==> config.mk <==
export PLATFORM = sky130hd
export DESIGN_NAME = seq_step_cfg_and_spare_regs
export DESIGN_NICKNAME = d
export VERILOG_FILES = /design/src/seq_regs_pkg.sv /design/src/step_cfg_if.sv /design/src/step_mux_decode.sv /design/src/seq_step_cfg_and_spare_regs.sv
export SDC_FILE = /design/constraint.sdc
export NUM_CORES = 1
export LEC_CHECK = 0
export ABC_AREA = 1
export BUFFER_PORTS_ARGS = -buffer_cell sky130_fd_sc_hd__buf_2
export CORE_MARGIN = 2
export CORE_UTILIZATION = 25
export CTS_CLUSTER_DIAMETER = 80
export DETAILED_ROUTE_END_ITERATION = 10
export PLACE_DENSITY = 0.4
export SKIP_CTS_REPAIR_TIMING = 1
export SLEW_MARGIN = 20
export SYNTH_ARGS = -nofsm -noshare
export SYNTH_HDL_FRONTEND = slang
export SYNTH_SLANG_ARGS = --single-unit
==> constraint.sdc <==
create_clock -name clk -period 1.26 [get_ports clk]
set_input_delay 0.252 -clock clk [delete_from_list [all_inputs] [get_ports clk]]
set_output_delay 0.252 -clock clk [all_outputs]
set_load 0.03 [all_outputs]
==> src/seq_regs_pkg.sv <==
// constants for the last sequencer step and spare register bank
// What this block does
// - bit 15 set includes the last step in the sequence; clear skips it.
// - bits 14:13 set gain: 00 gain 1, 01 gain 2, 10/11 gain 4.
// - bit 4 selects negative input: 0 analog ground, 1 analog input seven.
// - bits 3:0 codes 0 to 7 route external analog input n positive.
// - codes 8 to 12 select temperature, short, test DAC, supply divider taps; 14 and 15 select pin 103.
// - internal positive sources force negative input; the select bit is ignored.
// - first spare bits 11:10 and 5:4 are plain storage, no function.
// - first spare resets 0210h; bits 9:6 read 1000, others zero.
// - second spare is sixteen read/write bits, reset 0000h, no effect.
// - last step register sits at 9Fh, reset 000Fh.
package seq_regs_pkg;
    localparam int AW = 8;
    localparam int DW = 16;
    localparam logic [AW-1:0] ADDR_LAST_STEP  = 8'h9F;
    localparam logic [AW-1:0] ADDR_SPARE_ONE  = 8'hA0;
    localparam logic [AW-1:0] ADDR_SPARE_TWO  = 8'hA1;
    localparam logic [DW-1:0] RST_LAST_STEP   = 16'h000F;
    localparam logic [DW-1:0] RST_SPARE_ONE   = 16'h0210;
    localparam logic [DW-1:0] RST_SPARE_TWO   = 16'h0000;
    localparam logic [DW-1:0] MASK_LAST_STEP  = 16'hE01F;
    localparam logic [DW-1:0] MASK_SPARE_ONE  = 16'h0C30;
    localparam logic [DW-1:0] FIXED_SPARE_ONE = 16'h0200;
    // decoded one-hot for the reset positive code, kept in step with 000Fh
    localparam logic [15:0]   RST_POS_ONEHOT  = 16'h8000;
    localparam logic [15:0]   ONEHOT_BASE     = 16'h0001;
    localparam int EN_BIT   = 15;
    localparam int GAIN_HI  = 14;
    localparam int GAIN_LO  = 13;
    localparam int NEG_BIT  = 4;
    localparam int POS_HI   = 3;
    localparam logic [3:0] POS_TEMP      = 4'h8;
    localparam logic [3:0] POS_SHORT     = 4'h9;
    localparam logic [3:0] POS_TEST_DAC  = 4'hA;
    localparam logic [3:0] POS_ASUP_DIV4 = 4'hB;
    localparam logic [3:0] POS_DSUP_DIV2 = 4'hC;
    localparam logic [3:0] POS_APIN_103  = 4'hE;
    localparam logic [3:0] POS_DPIN_103  = 4'hF;
    localparam logic [2:0] GAIN_ONE  = 3'h1;
    localparam logic [2:0] GAIN_TWO  = 3'h2;
    localparam logic [2:0] GAIN_FOUR = 3'h4;
endpackage

==> src/step_cfg_if.sv <==
// carries the raw last-step fields from the register bank to the decoder
interface step_cfg_if;
    logic [1:0] last_step_gain;
    logic       last_step_neg_input_sel;
    logic [3:0] last_step_pos_input_sel;
    modport src (output last_step_gain, last_step_neg_input_sel,
                 last_step_pos_input_sel);
    modport dst (input last_step_gain, last_step_neg_input_sel,
                 last_step_pos_input_sel);
endinterface

==> src/step_mux_decode.sv <==
// decodes last-step fields into one-hot mux controls and gain
module step_mux_decode
    import seq_regs_pkg::*;
(
    step_cfg_if.dst    cfg,
    output logic [2:0] gain_mult,
    output logic [15:0] pos_onehot,
    output logic       neg_input_seven,
    output logic       neg_internal
);
    always_comb begin
        case (cfg.last_step_gain)
            2'h0:    gain_mult = GAIN_ONE;
            2'h1:    gain_mult = GAIN_TWO;
            default: gain_mult = GAIN_FOUR;
        endcase
        // code values 11/12 hold the divide-by-4 and divide-by-2 taps
        pos_onehot = ONEHOT_BASE << cfg.last_step_pos_input_sel;
        neg_internal = cfg.last_step_pos_input_sel[POS_HI];
        neg_input_seven = cfg.last_step_neg_input_sel & ~neg_internal;
    end
endmodule

==> src/seq_step_cfg_and_spare_regs.sv <==
// register bank for the last sequencer step and two spare registers
module seq_step_cfg_and_spare_regs
    import seq_regs_pkg::*;
(
    input  wire logic                       clk,
    input  wire logic                       rst_b,
    input  wire logic [seq_regs_pkg::AW-1:0] addr,
    input  wire logic [seq_regs_pkg::DW-1:0] wdata,
    input  wire logic                       wr,
    input  wire logic                       rd,
    output logic      [seq_regs_pkg::DW-1:0] rdata,
    output logic                            last_step_enable,
    output logic      [2:0]                 last_step_gain_mult,
    output logic      [15:0]                pos_input_onehot,
    output logic                            neg_input_seven,
    output logic                            neg_input_internal
);
    logic [DW-1:0] step_cfg, next_step_cfg;
    logic [DW-1:0] spare_one, next_spare_one;
    logic [DW-1:0] spare_two, next_spare_two;
    logic [DW-1:0] next_rdata;
    logic [2:0]    dec_gain;
    logic [15:0]   dec_pos;
    logic          dec_neg7, dec_negi;

    step_cfg_if cfg_bus ();

    assign cfg_bus.last_step_gain          = step_cfg[GAIN_HI:GAIN_LO];
    assign cfg_bus.last_step_neg_input_sel = step_cfg[NEG_BIT];
    assign cfg_bus.last_step_pos_input_sel = step_cfg[POS_HI:0];

    step_mux_decode u_dec (
        .cfg             (cfg_bus),
        .gain_mult       (dec_gain),
        .pos_onehot      (dec_pos),
        .neg_input_seven (dec_neg7),
        .neg_internal    (dec_negi)
    );

    always_comb begin
        next_step_cfg  = step_cfg;
        next_spare_one = spare_one;
        next_spare_two = spare_two;
        next_rdata     = '0;
        if (wr) begin
            case (addr)
                ADDR_LAST_STEP: next_step_cfg = wdata & MASK_LAST_STEP;
                ADDR_SPARE_ONE: next_spare_one = wdata & MASK_SPARE_ONE;
                ADDR_SPARE_TWO: next_spare_two = wdata;
                default: ;
            endcase
        end
        // unmapped reads return zero; reads have no side effect
        if (rd) begin
            case (addr)
                ADDR_LAST_STEP: next_rdata = step_cfg;
                ADDR_SPARE_ONE: next_rdata = spare_one | FIXED_SPARE_ONE;
                ADDR_SPARE_TWO: next_rdata = spare_two;
                default:        next_rdata = '0;
            endcase
        end
    end

    always_ff @(posedge clk) begin
        if (!rst_b) begin
            step_cfg           <= RST_LAST_STEP;
            spare_one          <= RST_SPARE_ONE & MASK_SPARE_ONE;
            spare_two          <= RST_SPARE_TWO;
            rdata              <= '0;
            last_step_enable   <= 1'b0;
            last_step_gain_mult <= GAIN_ONE;
            pos_input_onehot   <= RST_POS_ONEHOT;
            neg_input_seven    <= 1'b0;
            neg_input_internal <= 1'b1;
        end else begin
            step_cfg           <= next_step_cfg;
            spare_one          <= next_spare_one;
            spare_two          <= next_spare_two;
            rdata              <= next_rdata;
            // mux outputs lag the register by one cycle to stay registered
            last_step_enable   <= step_cfg[EN_BIT];
            last_step_gain_mult <= dec_gain;
            pos_input_onehot   <= dec_pos;
            neg_input_seven    <= dec_neg7;
            neg_input_internal <= dec_negi;
        end
    end
endmodule

After elaboration in Yosys (flattened, before gate mapping)
Cells that the tools add are included.
- output and inout bits: 38
- flip-flop bits (word level): 66
- word-level logic and storage cells: 23
- mux-type cells: 2
- reductions and logical operators: 5
- shifts and indexed selects: 1
- bitwise operators: 2
- eq/ne operators: 4
- operator list (kind ; count):
    case mux 16 bit (3 select lines) ; 1
    == test 8 bit (second input constant) ; 3
    << shifter 1 x 4 -> 16 bit (first input constant) ; 1
    AND reduction 2 bit ; 4
    case mux 3 bit (2 select lines) ; 1
    == test 2 x 1 -> 1 bit (second input constant) ; 1
    zero test 2 bit ; 1
    bitwise AND 1 bit ; 1
    NOT 1 bit ; 1

Depth between registers and ports, before layout
- depth in word-level cells: 2
- mapped depth: 8
- mapped depth without buffers: 8

Modules after synthesis
A second synthesis with hierarchy kept.
- cell total of the unflattened synthesis: 387
- area total of the unflattened synthesis: 2711.4 um^2
- by module, submodules not included (module ; cells each ; seq. area each (um^2) ; area an instance (um^2) ; times used):
    seq_step_cfg_and_spare_regs ; 350 ; 1321.3 ; 2555.0 ; 1
    step_mux_decode ; 37 ; 0.0 ; 156.4 ; 1

Least setup slack after synthesis
Ideal clock, no wire load.
- path kind: input to register
- from: input port addr[5] in the netlist's numbering
- to: register rdata[12] in the netlist's numbering
- library setup time: 0.061 ns
- stages: 8
- required time: 1.199 ns
- path slack: 0.183 ns
- arrival time: 1.016 ns
- buffers on the path: 1
- path through: inv_1 nand2_1 nor2_8 nand2_4 nand3_2 nand2_4 buf_12 nor2_4
- longest elaborated chain between the ends: 2
- elaborated cells on any way between the ends: 4
- classes of those cells: 3 x eq/ne; 1 x mux
- RTL lines (what ; RTL line ; text):
    start: declaration ; seq_step_cfg_and_spare_regs.sv:7 ; input wire logic [seq_regs_pkg::AW-1:0] addr,
    == test 8 bit ; seq_step_cfg_and_spare_regs.sv:55 ; case (addr)
    case mux 16 bit (3 select lines) * ; seq_step_cfg_and_spare_regs.sv:55 ;
    end signal: assignment ; seq_step_cfg_and_spare_regs.sv:79 ; rdata <= next_rdata;
    end: declaration ; seq_step_cfg_and_spare_regs.sv:11 ; output logic [seq_regs_pkg::DW-1:0] rdata,
Mark *: on every way between the ends. The rest lies on a longest branch, timed or not.
A chain may end at the register's enable or synchronous reset.

Final worst setup path
- from: register rdata[13] in the netlist's numbering
- to: output port rdata[13] in the netlist's numbering
No word-level cell between the ends.

==> flow_metrics.tcl <==
set metrics [dict create \
    result_of_the_run "complete, no violations" \
    seq_power_share 0.532 \
    synth-seq-area-share 0.487 \
    start_kind "flip-flop" \
    grt_setup_unrepaired "false" \
    finalHoldWorstSlack_ns 0.137 \
    cts_max_level 3 \
    synth.mux.area_fraction 0 \
    grt_first_pass_wirelength_mm 10.2 \
    ys_seq_elements 66 \
    fp.dieH_um 108 \
    crit_chain "buf_2" \
    drive_above_1_share 0.272 \
    globalRouteOverflowTotal 0 \
    max-clock-path-buffers 2 \
    drtIter0Drc 79 \
    clock_sinks 66 \
    critPathSlowestCell "sky130_fd_sc_hd__dfxtp_1" \
    power.static_leakage_uw 0.00180 \
    synthAdderAreaFrac 0 \
    worstMarginPinSlew_ns 0.393 \
    drtAntennaViolNets 0 \
    power_share_of_the_combinational_group 0.044 \
    io_pins 66 \
    final_hold_viol_count 0 \
    synthesized_area_per_cell_um2 7.62 \
    grt_pass1_vias 2155 \
    worst-path-max-fanout 1 \
    clock_skew_ns 0.0115 \
    power.clock.fraction 0.424 \
    power.net_switching_uw 951 \
    synth_warnings 0 \
    cp_top_family "flip-flops" \
    intPower_uw 2970 \
    drt_first_pass_iters 4 \
    critical-path-max-stage-delay_ns 0.34 \
    clock_tree.root_cell "sky130_fd_sc_hd__clkbuf_8" \
    viasPerCell 3.90 \
    grtUsageTotal 0.114 \
    layout.nets 460 \
    path_clk_slew_ns 0.07 \
    fillerInstances 1179 \
    hpwl_mm 4.67 \
    initial_utilization 0.254 \
    post_synth_and_or_nand_nor_area_fraction 0.396 \
    worst_hold_path_type "primary input to flip-flop" \
    clock_latency_at_the_later_pin_of_the_worst_skew_pair_ns 0.34 \
    post_synth_xor_area_fraction 0 \
    yosys.area.top_type_share 0.487 \
    setup_viol 0 \
    fp.dieArea_mm2 0.0117 \
    power_per_cell_area_mw_per_mm2 1150 \
    post-layout-total-power_uw 3930 \
    timing.slew.headroom 0.738 \
    number_of_buffers_created_by_cts 9 \
    antenna_violations_before_repair 0 \
    synth.area.top_cells "sky130_fd_sc_hd__dfxtp_1, sky130_fd_sc_hd__nand2_1, sky130_fd_sc_hd__nor2_1" \
    synth_top_area_cell "sky130_fd_sc_hd__dfxtp_1" \
    core_area_mm2 0.0107 \
    worst-endpoint-arrival_ns 0.88 \
    largest_net_degree_at_the_start_of_global_routing 26 \
    port_buffers 65 \
    globalplace.congestion 0.724 \
    detail_route.drc_violations 0 \
    syn_to_final_growth_pct 26.0 \
    synth-compound-area-share 0.00554 \
    regArea_mm2 0.00132 \
    num_vias 2248 \
    finalCritPeriodShare 0.899 \
    timing.setup.critical_path_class "flip-flop to output port" \
    timing_max_transition_violations_final 0 \
    power.share.switching 0.242 \
    ir_drop_mv 0.355 \
    wl_mm 6.22 \
    worstSetupEndpointType "output port" \
    syn-cell-area_mm2 0.00271 \
    worst-path-buf-inv 1 \
    fmax_mhz 883 \
    die_x_um 108 \
    detail_route.wl_per_cell_um 10.8 \
    synth_cell_type_count 19 \
    antennaDiodeCount 0 \
    critical_path_required_ns 1.01 \
    finalCriticalPeriod_ns 1.13 \
    tritoncts "yes" \
    cap_viol_max_count 0 \
    synth_fp_nets 384 \
    synth_top_family_by_area "simple AND/OR/NAND/NOR gates" \
    std_cell_rows 38 \
    multi_input_logic_area_mm2 0.00109 \
    syn-instance-count 356 \
]
[sequential cells by signal, indices dropped and copies added, names as in the netlist]
name and cells:
neg_input_internal 1, last_step_enable 1, spare_one 4, neg_input_seven 1, spare_two 16, pos_input_onehot 16, rdata 16, step_cfg 8
last_step_gain_mult 3
[per-stage QoR]
| step | util | worst slack [ns] | TNS [ns] | std cells | cell area [µm²] |
|---|---|---|---|---|---|
| floorplan | - | 0.183 | 0 | 356 | 2710 |
| global placement | 0.302 | -0.0498 | -0.404 | 561 | 3230 |
| detailed placement | 0.302 | -0.0728 | -0.842 | 561 | 3230 |
| CTS | 0.320 | 0.104 | 0 | 577 | 3420 |
| global route | 0.320 | 0.0800 | 0 | 577 | 3420 |
| finish | 0.320 | 0.127 | 0 | 577 | 3420 |
[tightest hold or removal path: stages]
cell	delay [ns]
sky130_fd_sc_hd__buf_2	0.07
sky130_fd_sc_hd__nor2_1	0.03
sky130_fd_sc_hd__nor2_1	0.08
[synth_stat cells, drive strengths merged]
cell type and count:
nand3 40, o21ai 2, inv 56, dfxtp 66, a21oi 1, buf 9
nor2 87, clkbuf 2, nand2 93
[final timing paths]
path	start	endpoint	slack (ns)	cells past startpoint
setup / recovery	rdata[13]	rdata[13]	0.13	1
hold / removal	wdata[9]	spare_two[9]	0.14	3
setup reg to reg	step_cfg[3]	pos_input_onehot[4]	0.33	3
hold reg to reg	step_cfg[15]	last_step_enable	0.45	2
[cells in the final DEF, fill, tap and decap left out]
cell type	netlist	routed
sky130_fd_sc_hd__a21oi_1	1	1
sky130_fd_sc_hd__buf_12	1	2
sky130_fd_sc_hd__buf_2	3	65
sky130_fd_sc_hd__buf_4	2	9
sky130_fd_sc_hd__clkbuf_8	0	11
sky130_fd_sc_hd__clkinv_2	0	1
sky130_fd_sc_hd__clkinv_4	0	1
sky130_fd_sc_hd__clkinvlp_4	0	2
sky130_fd_sc_hd__dfxtp_1	66	66
sky130_fd_sc_hd__inv_1	53	53
sky130_fd_sc_hd__inv_2	3	3
sky130_fd_sc_hd__inv_6	0	1
sky130_fd_sc_hd__nand2_1	87	87
sky130_fd_sc_hd__nand2_2	3	3
sky130_fd_sc_hd__nand2_4	3	3
sky130_fd_sc_hd__nand3_1	37	37
sky130_fd_sc_hd__nand3_2	1	1
sky130_fd_sc_hd__nand3_4	2	2
sky130_fd_sc_hd__nor2_1	72	72
sky130_fd_sc_hd__nor2_4	12	12
sky130_fd_sc_hd__nor2_8	3	3
sky130_fd_sc_hd__o21ai_0	2	2
[kinds of logic after synthesis]
group           count (synthesis)
buf+inv                        67
simple gates                  220
flops                          66
compound gates                  3
[cell type report]
class | instances | share of cell area
Inverter | 56 | 0.0615
Clock buffer | 11 | 0.0443
Clock inverter | 5 | 0.0110
Sequential cell | 66 | 0.387
Tap cell | 140 | 0.0512
Timing Repair Buffer | 76 | 0.127
Multi-Input combinational cell | 223 | 0.319
[power by group through the flow]
stage | clock network (µW) | logic (µW) | registers [µW]
floorplan | 0 | 83.9 | 2140
global placement | 0 | 175 | 2140
detailed placement | 0 | 176 | 2140
CTS | 1730 | 176 | 2090
global route | 1840 | 191 | 2090
finish | 1660 | 172 | 2090
[per-layer routing]
| layer | global-route usage | share of wire | up-vias |
|---|---|---|---|
| li1 | - | - | 1202 |
| met1 | 0.146 | 0.49 | 997 |
| met2 | 0.183 | 0.46 | 44 |
| met3 | 0.0380 | 0.044 | 5 |
| met4 | 0.0357 | 0.011 | 0 |
| met5 | 0 | 0 | - |
Power figures use the tool's default switching activity.
